<file path="config.mk">
export PLATFORM = sky130hd
export DESIGN_NAME = lfs_interface_module
export DESIGN_NICKNAME = d
export VERILOG_FILES = /design/src/core/lfs_pkg.sv /design/src/core/lfs_interface_module.sv /design/src/core/lfs_router.sv
export SDC_FILE = /design/constraint.sdc
export NUM_CORES = 1
export LEC_CHECK = 0
export BUFFER_PORTS_ARGS = -buffer_cell sky130_fd_sc_hd__buf_2
export CORE_MARGIN = 3
export CORE_UTILIZATION = 46
export CTS_CLUSTER_DIAMETER = 50
export DETAILED_ROUTE_END_ITERATION = 8
export PLACE_DENSITY = 0.88
export SLEW_MARGIN = 25
export SYNTH_ARGS = -nofsm -noshare
export SYNTH_HDL_FRONTEND = slang
export SYNTH_SLANG_ARGS = --single-unit
</file>
<file path="constraint.sdc">
create_clock -name clk_sys -period 1.4 [get_ports clk_sys]
set_input_delay 0.42 -clock clk_sys [delete_from_list [all_inputs] [get_ports clk_sys]]
set_output_delay 0.42 -clock clk_sys [all_outputs]
set_load 0.005 [all_outputs]
</file>
<file path="src/core/lfs_pkg.sv">
// Purpose: constants, types and shared decoding for the loopback and fault status block
// Assumes: one system clock, asynchronous active-high reset
// Notes:   register offsets are byte addresses on a 32-bit word port

package lfs_pkg;

    // ==========================================================
    // register bus
    localparam int          ADDR_W        = 8;
    localparam int          DATA_W        = 32;
    localparam logic [7:0]  ADDR_CTRL     = 8'h00;
    localparam logic [7:0]  ADDR_FAULT    = 8'h04;
    localparam logic [7:0]  ADDR_STATUS   = 8'h08;
    localparam logic [7:0]  ADDR_INT_STAT = 8'h0c;
    localparam logic [7:0]  ADDR_INT_MASK = 8'h10;

    // ==========================================================
    // field positions
    localparam int          CTRL_LBM_POS  = 0;
    localparam int          FLT_TX_POS    = 0;
    localparam int          FLT_RX_POS    = 1;
    localparam int          FLT_CMN_POS   = 2;
    localparam int          FLT_W         = 3;
    localparam int          STS_LBM_POS   = 0;
    localparam int          STS_RLY_POS   = 2;
    localparam int          STS_OC_POS    = 5;
    localparam int          STS_PIN_POS   = 7;
    localparam int          INT_TX_POS    = 0;
    localparam int          INT_RX_POS    = 1;
    localparam int          INT_CMN_POS   = 2;
    localparam int          INT_LBM_POS   = 3;
    localparam int          INT_W         = 4;

    // ==========================================================
    // reset values
    localparam logic [2:0]  FLT_RST       = 3'h7;
    localparam logic [3:0]  INT_STAT_RST  = 4'h0;
    localparam logic [3:0]  INT_MASK_RST  = 4'h0;
    localparam logic [2:0]  RLY_RST       = 3'h0;
    localparam logic [1:0]  OC_OE_RST     = 2'h0;

    // ==========================================================
    // loopback selection
    typedef enum logic [1:0] {
        LBM_NONE = 2'b00,
        LBM_TX   = 2'b01,
        LBM_RX   = 2'b10,
        LBM_BOTH = 2'b11
    } lfs_lbm_e;

    // ==========================================================
    // state of the register and status logic
    typedef struct packed {
        lfs_lbm_e            lbm;
        logic [FLT_W-1:0]    flt;
        logic [INT_W-1:0]    int_stat;
        logic [INT_W-1:0]    int_mask;
        logic [DATA_W-1:0]   rdata;
        logic                irq;
        logic [2:0]          rly;
        logic [1:0]          oc_oe;
    } lfs_state_s;

    localparam lfs_state_s  ST_RST = '{
        lbm:      LBM_NONE,
        flt:      FLT_RST,
        int_stat: INT_STAT_RST,
        int_mask: INT_MASK_RST,
        rdata:    32'h0000_0000,
        irq:      1'b0,
        rly:      RLY_RST,
        oc_oe:    OC_OE_RST
    };

    // ==========================================================
    // loopback decoding
    function automatic logic lbm_tx_loop(input lfs_lbm_e m);
        lbm_tx_loop = (m == LBM_TX) || (m == LBM_BOTH);
    endfunction : lbm_tx_loop

    function automatic logic lbm_rx_loop(input lfs_lbm_e m);
        lbm_rx_loop = (m == LBM_RX) || (m == LBM_BOTH);
    endfunction : lbm_rx_loop

endpackage : lfs_pkg

</file>
<file path="src/core/lfs_interface_module.sv">
// Purpose: loopback selection and fault relay / open-collector status outputs
// Assumes: control processor writes loopback and fault words over the register port
// Notes:   faults held asserted from reset until the processor clears them
//
// Notes on behaviour
// RQ1: tx loopback sends line tx data to rx drivers
// RQ2: rx loopback retransmits satellite data
// RQ3: combined selection applies both loopbacks
// RQ4: three relays set by processor fault word
// RQ5: modulator relay drops on tx fault
// RQ6: demodulator relay drops on rx fault
// RQ7: common relay drops on common fault
// RQ8: modulator line sinks unless tx/common fault
// RQ9: demodulator line sinks unless rx/common fault
// RQ10: outputs show fault until processor clears
// RQ11: processor picks one of four loopbacks

`timescale 1ns/10ps
`default_nettype none

module lfs_interface_module #(
    parameter int DW = 1
) (
    input  wire logic                      clk_sys,
    input  wire logic                      rst,
    input  wire logic                      ce,
    input  wire logic [lfs_pkg::ADDR_W-1:0] reg_addr,
    input  wire logic [lfs_pkg::DATA_W-1:0] reg_wdata,
    input  wire logic                      reg_wr,
    input  wire logic                      reg_rd,
    output logic      [lfs_pkg::DATA_W-1:0] reg_rdata,
    input  wire logic [DW-1:0]             terr_tx_data,
    input  wire logic [DW-1:0]             sat_rx_data,
    output logic      [DW-1:0]             bb_tx_data,
    output logic      [DW-1:0]             terr_rx_data,
    output logic                           relay_mod,
    output logic                           relay_demod,
    output logic                           relay_common,
    input  wire logic                      oc_mod_in,
    output logic                           oc_mod_out,
    output logic                           oc_mod_oe,
    input  wire logic                      oc_demod_in,
    output logic                           oc_demod_out,
    output logic                           oc_demod_oe,
    output logic                           irq
);

    lfs_pkg::lfs_state_s st_ff;
    lfs_pkg::lfs_state_s nxt_st;

    logic                       wr_ctrl;
    logic                       wr_fault;
    logic                       wr_istat;
    logic                       wr_imask;
    logic [lfs_pkg::INT_W-1:0]  evt;
    logic [lfs_pkg::INT_W-1:0]  clr;
    logic                       f_tx;
    logic                       f_rx;
    logic                       f_cmn;

    // ==========================================================
    // register and status logic
    always_comb begin
        nxt_st       = st_ff;
        nxt_st.rdata = '0;
        wr_ctrl      = reg_wr && (reg_addr == lfs_pkg::ADDR_CTRL);
        wr_fault     = reg_wr && (reg_addr == lfs_pkg::ADDR_FAULT);
        wr_istat     = reg_wr && (reg_addr == lfs_pkg::ADDR_INT_STAT);
        wr_imask     = reg_wr && (reg_addr == lfs_pkg::ADDR_INT_MASK);

        // RQ11: two-bit loopback field
        if (wr_ctrl) begin
            nxt_st.lbm = lfs_pkg::lfs_lbm_e'(reg_wdata[lfs_pkg::CTRL_LBM_POS +: 2]);
        end
        // RQ4: processor fault word
        if (wr_fault) begin
            nxt_st.flt = reg_wdata[lfs_pkg::FLT_W-1:0];
        end
        if (wr_imask) begin
            nxt_st.int_mask = reg_wdata[lfs_pkg::INT_W-1:0];
        end

        f_tx  = nxt_st.flt[lfs_pkg::FLT_TX_POS];
        f_rx  = nxt_st.flt[lfs_pkg::FLT_RX_POS];
        f_cmn = nxt_st.flt[lfs_pkg::FLT_CMN_POS];

        // events: fault onset and loopback change
        evt = '0;
        evt[lfs_pkg::INT_TX_POS]  = f_tx && !st_ff.flt[lfs_pkg::FLT_TX_POS];
        evt[lfs_pkg::INT_RX_POS]  = f_rx && !st_ff.flt[lfs_pkg::FLT_RX_POS];
        evt[lfs_pkg::INT_CMN_POS] = f_cmn && !st_ff.flt[lfs_pkg::FLT_CMN_POS];
        evt[lfs_pkg::INT_LBM_POS] = nxt_st.lbm != st_ff.lbm;

        // write-one-to-clear, a new event wins
        clr = wr_istat ? reg_wdata[lfs_pkg::INT_W-1:0] : '0;
        nxt_st.int_stat = (st_ff.int_stat & ~clr) | evt;
        nxt_st.irq      = |(nxt_st.int_stat & nxt_st.int_mask);

        // RQ5: modulator relay from tx fault
        nxt_st.rly[0] = !f_tx;
        // RQ6: demodulator relay from rx fault
        nxt_st.rly[1] = !f_rx;
        // RQ7: common relay from common fault
        nxt_st.rly[2] = !f_cmn;
        // RQ8: modulator sink unless fault
        nxt_st.oc_oe[0] = !(f_tx || f_cmn);
        // RQ9: demodulator sink unless fault
        nxt_st.oc_oe[1] = !(f_rx || f_cmn);

        if (reg_rd) begin
            case (reg_addr)
                lfs_pkg::ADDR_CTRL: begin
                    nxt_st.rdata[lfs_pkg::CTRL_LBM_POS +: 2] = st_ff.lbm;
                end
                lfs_pkg::ADDR_FAULT: begin
                    nxt_st.rdata[lfs_pkg::FLT_W-1:0] = st_ff.flt;
                end
                lfs_pkg::ADDR_STATUS: begin
                    nxt_st.rdata[lfs_pkg::STS_LBM_POS +: 2] = st_ff.lbm;
                    nxt_st.rdata[lfs_pkg::STS_RLY_POS +: 3] = st_ff.rly;
                    nxt_st.rdata[lfs_pkg::STS_OC_POS +: 2]  = st_ff.oc_oe;
                    nxt_st.rdata[lfs_pkg::STS_PIN_POS +: 2] = {oc_demod_in, oc_mod_in};
                end
                lfs_pkg::ADDR_INT_STAT: begin
                    nxt_st.rdata[lfs_pkg::INT_W-1:0] = st_ff.int_stat;
                end
                lfs_pkg::ADDR_INT_MASK: begin
                    nxt_st.rdata[lfs_pkg::INT_W-1:0] = st_ff.int_mask;
                end
                default: begin
                    nxt_st.rdata = '0;
                end
            endcase
        end
    end

    // RQ10: fault state held from reset
    always_ff @(posedge clk_sys or posedge rst) begin
        if (rst) begin
            st_ff <= lfs_pkg::ST_RST;
        end else if (ce) begin
            st_ff <= nxt_st;
        end
    end

    // ==========================================================
    // data path steering
    lfs_router #(
        .DW (DW)
    ) u_router (
        .clk_sys      (clk_sys),
        .rst          (rst),
        .ce           (ce),
        .mode         (st_ff.lbm),
        .terr_tx_data (terr_tx_data),
        .sat_rx_data  (sat_rx_data),
        .bb_tx_data   (bb_tx_data),
        .terr_rx_data (terr_rx_data)
    );

    // ==========================================================
    // outputs
    assign reg_rdata    = st_ff.rdata;
    assign relay_mod    = st_ff.rly[0];
    assign relay_demod  = st_ff.rly[1];
    assign relay_common = st_ff.rly[2];
    assign oc_mod_out   = 1'b0;
    assign oc_mod_oe    = st_ff.oc_oe[0];
    assign oc_demod_out = 1'b0;
    assign oc_demod_oe  = st_ff.oc_oe[1];
    assign irq          = st_ff.irq;

endmodule : lfs_interface_module

`default_nettype wire

</file>
<file path="src/core/lfs_router.sv">
// Purpose: registered steering of terrestrial and satellite data for loopbacks
// Assumes: data inputs synchronous to clk_sys
// Notes:   one cycle of latency on both paths

`timescale 1ns/10ps
`default_nettype none

module lfs_router #(
    parameter int DW = 1
) (
    input  wire logic             clk_sys,
    input  wire logic             rst,
    input  wire logic             ce,
    input  wire lfs_pkg::lfs_lbm_e mode,
    input  wire logic [DW-1:0]    terr_tx_data,
    input  wire logic [DW-1:0]    sat_rx_data,
    output logic      [DW-1:0]    bb_tx_data,
    output logic      [DW-1:0]    terr_rx_data
);

    typedef struct packed {
        logic [DW-1:0] bb_tx;
        logic [DW-1:0] terr_rx;
    } lfs_rtr_s;

    lfs_rtr_s st_ff;
    lfs_rtr_s nxt_st;

    // ==========================================================
    // path selection
    always_comb begin
        nxt_st = st_ff;
        // RQ1: tx data to rx drivers
        // RQ3: both loops together
        nxt_st.terr_rx = lfs_pkg::lbm_tx_loop(mode) ? terr_tx_data : sat_rx_data;
        // RQ2: satellite data retransmitted
        // RQ3: both loops together
        nxt_st.bb_tx   = lfs_pkg::lbm_rx_loop(mode) ? sat_rx_data : terr_tx_data;
    end

    always_ff @(posedge clk_sys or posedge rst) begin
        if (rst) begin
            st_ff <= '0;
        end else if (ce) begin
            st_ff <= nxt_st;
        end
    end

    assign bb_tx_data   = st_ff.bb_tx;
    assign terr_rx_data = st_ff.terr_rx;

endmodule : lfs_router

`default_nettype wire

</file>
==> reports/results.txt, run 1 <==
Crit path max-delay family -> simple AND/OR/NAND/NOR gates
Clock network power share -> 40.7%
Seq pwr share -> 42.5%
Setup CP Type -> in2reg
Leakage power -> 1.242 nW
CTS Sinks -> 30
Measured slew at the worst slew-check pin -> 0.5436 ns
GRT Util Overall -> 20.78%
Placed insts -> 288
Wire length per cell -> 17.39 um
Tmin final -> 1.665 ns
Critical path fanouts, max -> 3
MaxCap Viol Count -> 0
Total CTS buffers -> 5
Worst path cell trace -> buf_8 > or4_4 > or3_4 > nor3_4 > o21ai_1 > a41oi_2
Ant. Diodes -> 0
M1 GR Usage -> 25.91%
Crit share post-route -> 118.9%
Slowest CP cell -> or4_4
Synth Register Bits -> 30
Total Routed Length -> 5.235 mm
Logic pwr share -> 16.9%
Final Max Slew Viols -> 0
CTS tree -> built
DRT iter0 DRCs -> 110
Insertion delay to the later sink of the worst-skew pair -> 0.29 ns
Sw power -> 559.7 uW
Commonest non-fill, non-tap cell in the layout -> buf_2
First-pass GRT wire length -> 8.142 mm
GR Util met3 -> 3.597%
Largest net degree at the start of global routing -> 31
Buffer and inverter count on the worst path -> 1
First-pass iteration count of the detailed router -> 4
CP arrival -> 1.88 ns
Longest Clk Path Bufs -> 2
CTS root buf -> clkbuf_8
Gpl congestion -> 0.9277
Fin worst setup slack -> -0.2647 ns
Synthesized area -> 1908 sq um
Post-route clock skew -> 0.01021 ns
Sw Share -> 25.11%
Post-route DRC -> 0
Mean Syn Cell Area -> 9.990 sq um
Synth Instances -> 191
Commonest non-fill, non-tap cells in the layout -> buf_2 (34), dfrtp_1 (27), conb_1 (25), buf_4 (25)
Startpoint Class -> input pin
PD cells -> 866.4 nW/um^2
Synthesis-to-layout area growth -> 34.82%
Core Region -> 3826 sq um
Fmax achieved -> 0.6007 GHz
Initial Util -> 49.87%
Grt peak-use layer -> met2
Boundary pin count -> 91
Max-slew headroom -> 63.37%
Vias per inst -> 5.542
Ratio of cells with drive above 1 in the final layout -> 47.04%
Hold Fails Final Rpt -> 0
Final Non-Filler Cells -> 301
Clock-pin slew on the worst setup and hold paths -> 0.07 ns
Max VDD drop -> 731.4 uV
Row cnt -> 22
Yosys Warn Count -> 0
Worst slack, placed -> -0.6194 ns
Remaining antenna violation count -> 0
CP required -> 1.61 ns
GRT met2 Usage -> 35.65%
Overflow after GRT -> 0
Die Area -> 4957 sq um
Failing checks -> setup timing
Worst path max stage delay -> 0.56 ns
I/O Buffers -> 37
Initial antenna violation count -> 0
H-tree depth -> 2
Layout Nets -> 301
Width of the die -> 70.41 um
Setup-failing EPs final -> 27
RSZ-0062 raised after global routing -> true
Status -> complete, but fails checks
Min-Delay Path Class -> in2async
Synth cell types -> 43
HPWL after detailed placement -> 3.647 mm
P_int -> 1.669 mW
Worst Setup End Kind -> flop
Sequential fraction of the synthesis area -> 39.54%
Number of global-route vias before repair -> 1664
Die height -> 70.41 um
Vias -> 1668
==> area by class of cell <==
type / instances / area, sq um
inverter: 6 / 22.52
clock inverter: 1 / 30.03
sequential: 30 / 754.5
tap: 48 / 60.06
timing repair buffer: 71 / 521.8
clock buffer: 7 / 86.33
multi-input combinational: 138 / 1097
fill: 292 / 1254
==> worst register-to-register path, stage by stage, from the launching register on <==
cell and delay [ns]:
dfrtp_1 0.44, xor2_1 0.16, o21ai_0 0.46, nor3_4 0.09, o21ai_1 0.16, a41oi_2 0.12
==> power by group through the flow <==
stage | clock [mW] | combinational (mW) | sequential, mW
after CTS | 0.920 | 0.335 | 0.944
after floorplan | 0 | 0.204 | 0.950
after detailed placement | 0 | 0.310 | 0.956
after global placement | 0 | 0.299 | 0.955
final | 0.906 | 0.376 | 0.946
after global routing | 0.948 | 0.407 | 0.951
==> Yosys cell counts, drive strengths merged <==
| cell type | instances | area (sq um) |
|---|---|---|
| a21boi | 1 | 7.510 |
| a21oi | 6 | 30.03 |
| a221oi | 3 | 26.28 |
| a22o | 6 | 52.55 |
| a2bb2oi | 2 | 17.52 |
| a31o | 2 | 17.52 |
| a31oi | 2 | 12.51 |
| a41oi | 1 | 16.27 |
| and2 | 1 | 6.260 |
| and3 | 5 | 31.28 |
| and3b | 1 | 8.760 |
| buf | 35 | 260.2 |
| clkbuf | 6 | 22.52 |
| clkinv | 1 | 3.750 |
| conb | 1 | 3.750 |
| dfrtp | 27 | 675.7 |
| dfstp | 3 | 78.83 |
| inv | 5 | 18.77 |
| mux2 | 12 | 135.1 |
| mux2i | 7 | 70.07 |
| nand2 | 6 | 22.52 |
| nand2b | 2 | 12.51 |
| nand3 | 8 | 40.04 |
| nand4 | 3 | 18.77 |
| nor2 | 9 | 33.78 |
| nor2b | 9 | 56.30 |
| nor3 | 3 | 20.02 |
| nor3b | 2 | 15.01 |
| nor4 | 2 | 25.02 |
| nor4b | 1 | 15.01 |
| o211ai | 1 | 7.510 |
| o21ai | 4 | 20.01 |
| o22a | 1 | 8.760 |
| o2bb2ai | 6 | 52.55 |
| o31ai | 1 | 7.510 |
| o32ai | 1 | 8.760 |
| or3 | 1 | 11.26 |
| or4 | 1 | 11.26 |
| xnor2 | 1 | 8.760 |
| xor2 | 2 | 17.52 |
==> through the flow <==
step	hold slack [ns]	power [mW]	utilization, %	area (sq um)	TNS [ns]
5_1_grt	0.2520	2.306	67.23	2572	-5.467
4_1_cts	0.1965	2.199	64.91	2484	-2.851
2_1_floorplan	0.4560	1.154	-	2048	-4.219
3_3_place_gp	0.4727	1.254	58.60	2242	-13.25
3_5_place_dp	0.4796	1.266	58.60	2242	-13.86
6_report	0.1867	2.229	67.23	2572	-3.810
==> state kept, by name, indices dropped and copies added (netlist names) <==
name	count
reg_rdata	9
relay_common	1
u_router.bb_tx_data	1
oc_demod_oe	1
irq	1
relay_mod	1
st_ff	13
oc_mod_oe	1
u_router.terr_rx_data	1
relay_demod	1
==> timing repair <==
action,CTS,global route
pin swaps,10,10
resized for setup,24,16
buffers inserted,3,2
hold buffers,0,0
setup endpoints to repair,28,28
==> metal layers <==
metal	vias up	part of all wire, %	routed length (um)
met5	-	0	0
met4	0	3.8	198
met3	17	7.6	396
met2	86	51	2673
met1	815	38	1967
li1	750	-	-
==> cells by family (layout without fill, tap and decap cells) <==
family                    count (synthesis)  count (layout)  share of synthesized area [%]
other                                     1              25                         0.1965
xor gates and xnor gates                  3               3                          1.377
DFF                                      30              30                          39.54
AOI/OAI and AO/OA                        37              37                          14.95
and+or+nand+nor                          54              54                          17.18
buffers and inverters                    47              85                          16.00
muxes                                    19              19                          10.75
==> worst paths after layout <==
| path | depth (start not counted) | endpoint | slack, ns | startpoint |
|---|---|---|---|---|
| setup / recovery | 6 | irq | -0.26 | reg_addr[1] |
| setup reg to reg | 5 | irq | -0.16 | st_ff[49] |
| hold reg to reg | 1 | reg_rdata[1] | 0.49 | reg_rdata[1] |
| hold / removal | 3 | u_router.bb_tx_data | 0.19 | rst |
| min in group clk_sys | 2 | reg_rdata[7] | 0.35 | oc_mod_in |
| max in group asynchronous | 3 | st_ff[46] | 0.88 | rst |
Power figures use the tool's default switching activity.
==> run 2, diff against run 1 <==
--- a/config.mk
+++ b/config.mk
@@ -10,7 +10,7 @@
 export CORE_UTILIZATION = 46
 export CTS_CLUSTER_DIAMETER = 50
 export DETAILED_ROUTE_END_ITERATION = 8
-export PLACE_DENSITY = 0.88
+export PLACE_DENSITY_LB_ADDON = 0.3
 export SLEW_MARGIN = 25
 export SYNTH_ARGS = -nofsm -noshare
 export SYNTH_HDL_FRONTEND = slang
==> run 2 against run 1 <==
  * The run still ends with setup timing left
  * Global-route usage fell by 1.6 points
  * Flip-flop and latch count did not move
  * Hold slack improved by 0.015 ns
  * Non-clock buffer count rose by 1
  * First-iteration DRC count fell by 27%
  * Routed wire length fell by 9.6%
  * Critical path type unchanged
  * Highest routed layer unchanged
==> reports/results.txt, run 2 (synthesized netlist as in run 1, its figures left out) <==
Vias -> 1605 (-3.8%)
Startpoint Class -> input pin
CP required -> 1.60 ns (about the same)
Post-route DRC -> 0 (unchanged)
H-tree depth -> 2 (unchanged)
Biggest register -> st_ff
RSZ-0062 raised after global routing -> true
Fin worst setup slack -> -0.2977 ns (-0.03299 ns)
Final Power -> 2.015 mW (-9.6%)
I/O Buffers -> 37 (unchanged)
Final Max Slew Viols -> 0 (unchanged)
GRT met2 Usage -> 31.19% (-4.5 points)
Total CTS buffers -> 5 (unchanged)
GR Util met3 -> 3.453% (-0.14 points)
Initial antenna violation count -> 0 (unchanged)
Worst hold slack -> 0.2012 ns (+0.01455 ns)
MaxCap Viol Count -> 0 (unchanged)
Synthesis-to-layout area growth -> 36.66%
Core Region -> 3826 sq um (unchanged)
Wire length per cell -> 15.67 um (-9.9%)
Status -> complete, but fails checks
Sw power -> 545.3 uW (-2.6%)
Ratio of cells with drive above 1 in the final layout -> 50.00% (+3.0 points)
Tmin final -> 1.698 ns (+0.03299 ns)
Setup TNS -> -4.082 ns (-0.2723 ns)
Clock-pin slew on the worst setup and hold paths -> 0.07 ns (about the same)
Logic pwr share -> 17.3% (+0.4 points)
First-pass GRT wire length -> 7.638 mm (-6.2%)
PD cells -> 772.6 nW/um^2 (-11%)
Crit share post-route -> 121.3% (+2.4 points)
M1 GR Usage -> 25.86% (-0.050 points)
Min-Delay Path Class -> in2async
Ant. Diodes -> 0 (unchanged)
Leakage power -> 1.246 nW (+0.30%)
GRT Util Overall -> 19.15% (-1.6 points)
Sw Share -> 27.07% (+2.0 points)
Post-route clock skew -> 0.005510 ns (-0.004701 ns)
Worst slack, placed -> -0.6045 ns (+0.01496 ns)
HPWL after detailed placement -> 3.414 mm (-6.4%)
Util after Layout -> 68.15% (+0.92 points)
Longest Clk Path Bufs -> 2 (unchanged)
Insertion delay to the later sink of the worst-skew pair -> 0.28 ns (about the same)
Layout Nets -> 302 (+0.33%)
Die height -> 70.41 um (unchanged)
Seq pwr share -> 46.9% (+4.4 points)
CTS root buf -> clkbuf_8
Setup-failing EPs final -> 28 (+3.7%)
Overflow after GRT -> 0 (unchanged)
Max reg flops -> 13 (unchanged)
P_int -> 1.469 mW (-12%)
Critical path fanouts, max -> 3 (unchanged)
CTS tree -> built
Remaining antenna violation count -> 0 (unchanged)
Reg2reg path depth -> 5 (unchanged)
First-pass iteration count of the detailed router -> 4 (unchanged)
Commonest non-fill, non-tap cell in the layout -> buf_2
Total Routed Length -> 4.733 mm (-9.6%)
Worst Setup End Kind -> flop
Boundary pin count -> 91 (unchanged)
Max-slew headroom -> 65.62% (+2.2 points)
Width of the die -> 70.41 um (unchanged)
Die Area -> 4957 sq um (unchanged)
Failing checks -> setup timing
Initial Util -> 49.87% (unchanged)
Gpl congestion -> 0.9073 (-2.2%)
Hold Fails Final Rpt -> 0 (unchanged)
DRT iter0 DRCs -> 80 (-27%)
CP arrival -> 1.89 ns (about the same)
Row cnt -> 22 (unchanged)
Grt peak-use layer -> met2
Setup CP Type -> in2reg
Clock network power share -> 35.8% (-4.9 points)
CTS Sinks -> 30 (unchanged)
Max VDD drop -> 680.2 uV (-7.0%)
Vias per inst -> 5.315 (-4.1%)
Measured slew at the worst slew-check pin -> 0.5102 ns (-0.03338 ns)
Commonest non-fill, non-tap cells in the layout -> buf_2 (33), dfrtp_1 (27), buf_4 (26)
Number of global-route vias before repair -> 1568 (-5.8%)
Largest net degree at the start of global routing -> 31 (unchanged)
Fmax achieved -> 0.5890 GHz (-1.9%)
Hold-fix buffers, CTS -> 0 (unchanged)
[run 2: final cells by class]
type	count	area (sq um)
Clock inverter	2	12.51
Tap cell	48	60.06
Multi-Input combinational cell	138	1149
Fill cell	302	1219
Inverter	6	22.52
Timing Repair Buffer	72	526.8
Clock buffer	6	82.58
Sequential cell	30	754.5
[run 2: metrics by stage]
step                instances  area (sq um)
floorplan                 215          2048
global placement          286          2215
detailed placement        286          2215
CTS                       299          2504
global route              302          2608
finish                    302          2608
[run 2: final timing paths]
kind	start	endpoint	slack (ns)
min in group clk_sys	oc_mod_in	reg_rdata[7]	0.35
max reg2reg	st_ff[50]	st_ff[45]	-0.12
min reg2reg	reg_rdata[0]	reg_rdata[0]	0.48
max	reg_addr[1]	irq	-0.30
min	rst	u_router.terr_rx_data	0.20
max in group asynchronous	rst	st_ff[46]	0.88
[run 2: critical path: stages]
cell	delay [ns]
buf_8	0.10
or4_4	0.56
or3_4	0.38
nor3_4	0.14
o21ai_1	0.10
a41oi_2	0.19
[run 2: metal layers]
| metal | vias up | share of wire (%) |
|---|---|---|
| met2 | 59 | 50 |
| met5 | - | 0 |
| li1 | 754 | - |
| met3 | 11 | 4.8 |
| met1 | 781 | 43 |
| met4 | 0 | 2.4 |
[run 2: power by group through the flow]
stage / registers (mW) / logic (mW) / clock network, mW
final: 0.944 / 0.349 / 0.721
after global routing: 0.950 / 0.384 / 0.773
after floorplan: 0.950 / 0.204 / 0
after CTS: 0.943 / 0.333 / 0.733
after detailed placement: 0.954 / 0.298 / 0
after global placement: 0.954 / 0.294 / 0
[run 2: repair_timing]
action	CTS	global route
pin swaps	11	6
gates resized for setup	36	16
endpoints found under the setup margin	28	28
endpoints found under the hold margin	0	0
buffers inserted	5	3
==> run 3, diff against run 2 <==
--- a/config.mk
+++ b/config.mk
@@ -5,7 +5,7 @@
 export SDC_FILE = /design/constraint.sdc
 export NUM_CORES = 1
 export LEC_CHECK = 0
-export BUFFER_PORTS_ARGS = -buffer_cell sky130_fd_sc_hd__buf_2
+export BUFFER_PORTS_ARGS = -buffer_cell sky130_fd_sc_hd__buf_4
 export CORE_MARGIN = 3
 export CORE_UTILIZATION = 46
 export CTS_CLUSTER_DIAMETER = 50
==> run 3 against run 2 <==
  * Largest cell class unchanged
  * Die area unchanged
  * Worst setup slack gained 0.043 ns
  * First-iteration DRC count decreased by 10%
  * Register-to-register slack improved by 0.07 ns
  * Flip-flop and latch count is the same
  * Largest power group unchanged
  * Power is 0.60% higher
  * Highest routed layer unchanged
  * The run still ends with setup timing left
  * Sequential share of layout area is 0.083 points lower
  * Routed wire length is 1.5% lower
  * Hold slack gained 0.0062 ns
  * Clock power is 0.6% higher
  * Utilization up 0.20 points
==> reports/results.txt, run 3 (synthesized netlist as in run 1, its figures left out) <==
Status -> complete, but fails checks
Failing checks -> setup timing
Critical path fanouts, max -> 3 (unchanged)
Die Area -> 4957 sq um (unchanged)
Startpoint Class -> input pin
Worst path cell trace -> buf_6 > or4_4 > or3_4 > nor3_4 > o21ai_1 > a41oi_2
Biggest register -> st_ff
Commonest non-fill, non-tap cells in the layout -> buf_4 (62), dfrtp_1 (27), conb_1 (25)
MaxCap Viol Count -> 0 (unchanged)
Setup-failing EPs final -> 26 (-7.1%)
Initial antenna violation count -> 0 (unchanged)
Fin worst setup slack -> -0.2542 ns (+0.04348 ns)
CTS tree -> built
Final Max Slew Viols -> 0 (unchanged)
Slowest CP cell -> or4_4
Row cnt -> 22 (unchanged)
Max VDD drop -> 722.0 uV (+6.1%)
GR Util met3 -> 4.460% (+1.0 points)
GRT met2 Usage -> 29.42% (-1.8 points)
CTS Sinks -> 30 (unchanged)
RSZ-0062 raised after global routing -> true
PD cells -> 775.0 nW/um^2 (+0.31%)
Width of the die -> 70.41 um (unchanged)
CTS root buf -> clkbuf_8
Clock-pin slew on the worst setup and hold paths -> 0.07 ns (about the same)
M1 GR Usage -> 25.66% (-0.20 points)
Final Non-Filler Cells -> 300 (-0.66%)
Initial Util -> 49.87% (unchanged)
Longest Clk Path Bufs -> 2 (unchanged)
I/O Buffers -> 37 (unchanged)
Insertion delay to the later sink of the worst-skew pair -> 0.28 ns (about the same)
CP required -> 1.61 ns (about the same)
Worst path max stage delay -> 0.56 ns (about the same)
Post-route DRC -> 0 (unchanged)
Min-Delay Path Class -> in2async
HPWL after detailed placement -> 3.420 mm (+0.19%)
Boundary pin count -> 91 (unchanged)
Largest net degree at the start of global routing -> 31 (unchanged)
First-pass iteration count of the detailed router -> 4 (unchanged)
Final Power -> 2.027 mW (+0.60%)
Post-route clock skew -> 0.004935 ns (-0.0005750 ns)
Vias -> 1549 (-3.5%)
DRT iter0 DRCs -> 72 (-10%)
Remaining antenna violation count -> 0 (unchanged)
Total Routed Length -> 4.662 mm (-1.5%)
Commonest non-fill, non-tap cell in the layout -> buf_4
First-pass GRT wire length -> 7.362 mm (-3.6%)
Worst hold slack -> 0.2075 ns (+0.006230 ns)
Placed insts -> 286 (unchanged)
Number of global-route vias before repair -> 1476 (-5.9%)
Leakage power -> 1.243 nW (-0.20%)
Wire length per cell -> 15.54 um (-0.84%)
Die height -> 70.41 um (unchanged)
Worst Setup End Kind -> flop
Util after Layout -> 68.35% (+0.20 points)
H-tree depth -> 2 (unchanged)
Hold Fails Final Rpt -> 0 (unchanged)
Tmin final -> 1.654 ns (-0.04348 ns)
Vias per inst -> 5.163 (-2.8%)
CP arrival -> 1.86 ns (-0.03 ns)
Total CTS buffers -> 5 (unchanged)
Ratio of cells with drive above 1 in the final layout -> 47.62% (-2.4 points)
Grt peak-use layer -> met2
Setup CP Type -> in2reg
Ant. Diodes -> 0 (unchanged)
Fillers -> 288 (-4.6%)
Synthesis-to-layout area growth -> 37.05%
GRT Util Overall -> 19.13% (-0.020 points)
Fmax achieved -> 0.6045 GHz (+2.6%)
Core Region -> 3826 sq um (unchanged)
Max reg flops -> 13 (unchanged)
Layout Nets -> 300 (-0.66%)
Gpl congestion -> 0.9054 (-0.21%)
Overflow after GRT -> 0 (unchanged)
Crit share post-route -> 118.2% (-3.1 points)
[run 3: what timing repair did]
item / 4_1_cts / 5_1_grt
setup buffers: 3 / 3
setup endpoints to repair: 28 / 28
resized for setup: 26 / 10
hold buffers: 0 / 0
pin swaps: 16 / 6
[run 3: final timing paths]
path / from / endpoint / slack [ns] / depth (start not counted)
setup / recovery: reg_addr[1] / irq / -0.25 / 6
hold / removal: rst / relay_mod / 0.21 / 3
setup reg to reg: st_ff[50] / st_ff[45] / -0.05 / 5
hold reg to reg: reg_rdata[2] / reg_rdata[2] / 0.49 / 1
max in group asynchronous: rst / st_ff[46] / 0.88 / 3
min in group clk_sys: oc_demod_in / reg_rdata[8] / 0.35 / 2
[run 3: metal layers]
layer | wire [um] | up-vias | share of wire (%)
met2 | 2191 | 63 | 47
met4 | 100 | 0 | 2.1
met1 | 2051 | 722 | 44
met3 | 318 | 11 | 6.8
li1 | - | 753 | -
met5 | 0 | - | 0
[run 3: final cells by class]
cell class | count | area [sq um] | area share, %
flip-flops and latches | 30 | 754.5 | 28.85
inverters | 6 | 22.52 | 0.8612
repair buffers | 70 | 555.5 | 21.24
clock buffers | 6 | 82.58 | 3.158
multi-input cells | 138 | 1127 | 43.11
clock inverters | 2 | 12.51 | 0.4785
well taps | 48 | 60.06 | 2.297
[run 3: worst max-delay path: cells and delay by family]
| family | cells | cell delay, ns |
|---|---|---|
| simple gates | 3 | 1.07 |
| compound gates | 2 | 0.27 |
| buf+inv | 1 | 0.09 |
[run 3: per-stage QoR]
step	cell area, sq um	setup slack, ns	TNS [ns]
finish	2615	-0.2542	-3.637
global route	2615	-0.3059	-4.857
CTS	2531	-0.2464	-3.211
detailed placement	2295	-0.5917	-13.18
global placement	2295	-0.5507	-12.52
floorplan	2048	-0.4028	-4.219
[run 3: power by group]
part           switching (mW)  internal, mW  total (mW)
logic                   0.177         0.178       0.355
clock network           0.331         0.394       0.725
registers              0.0365         0.910       0.946
total                   0.544          1.48        2.03
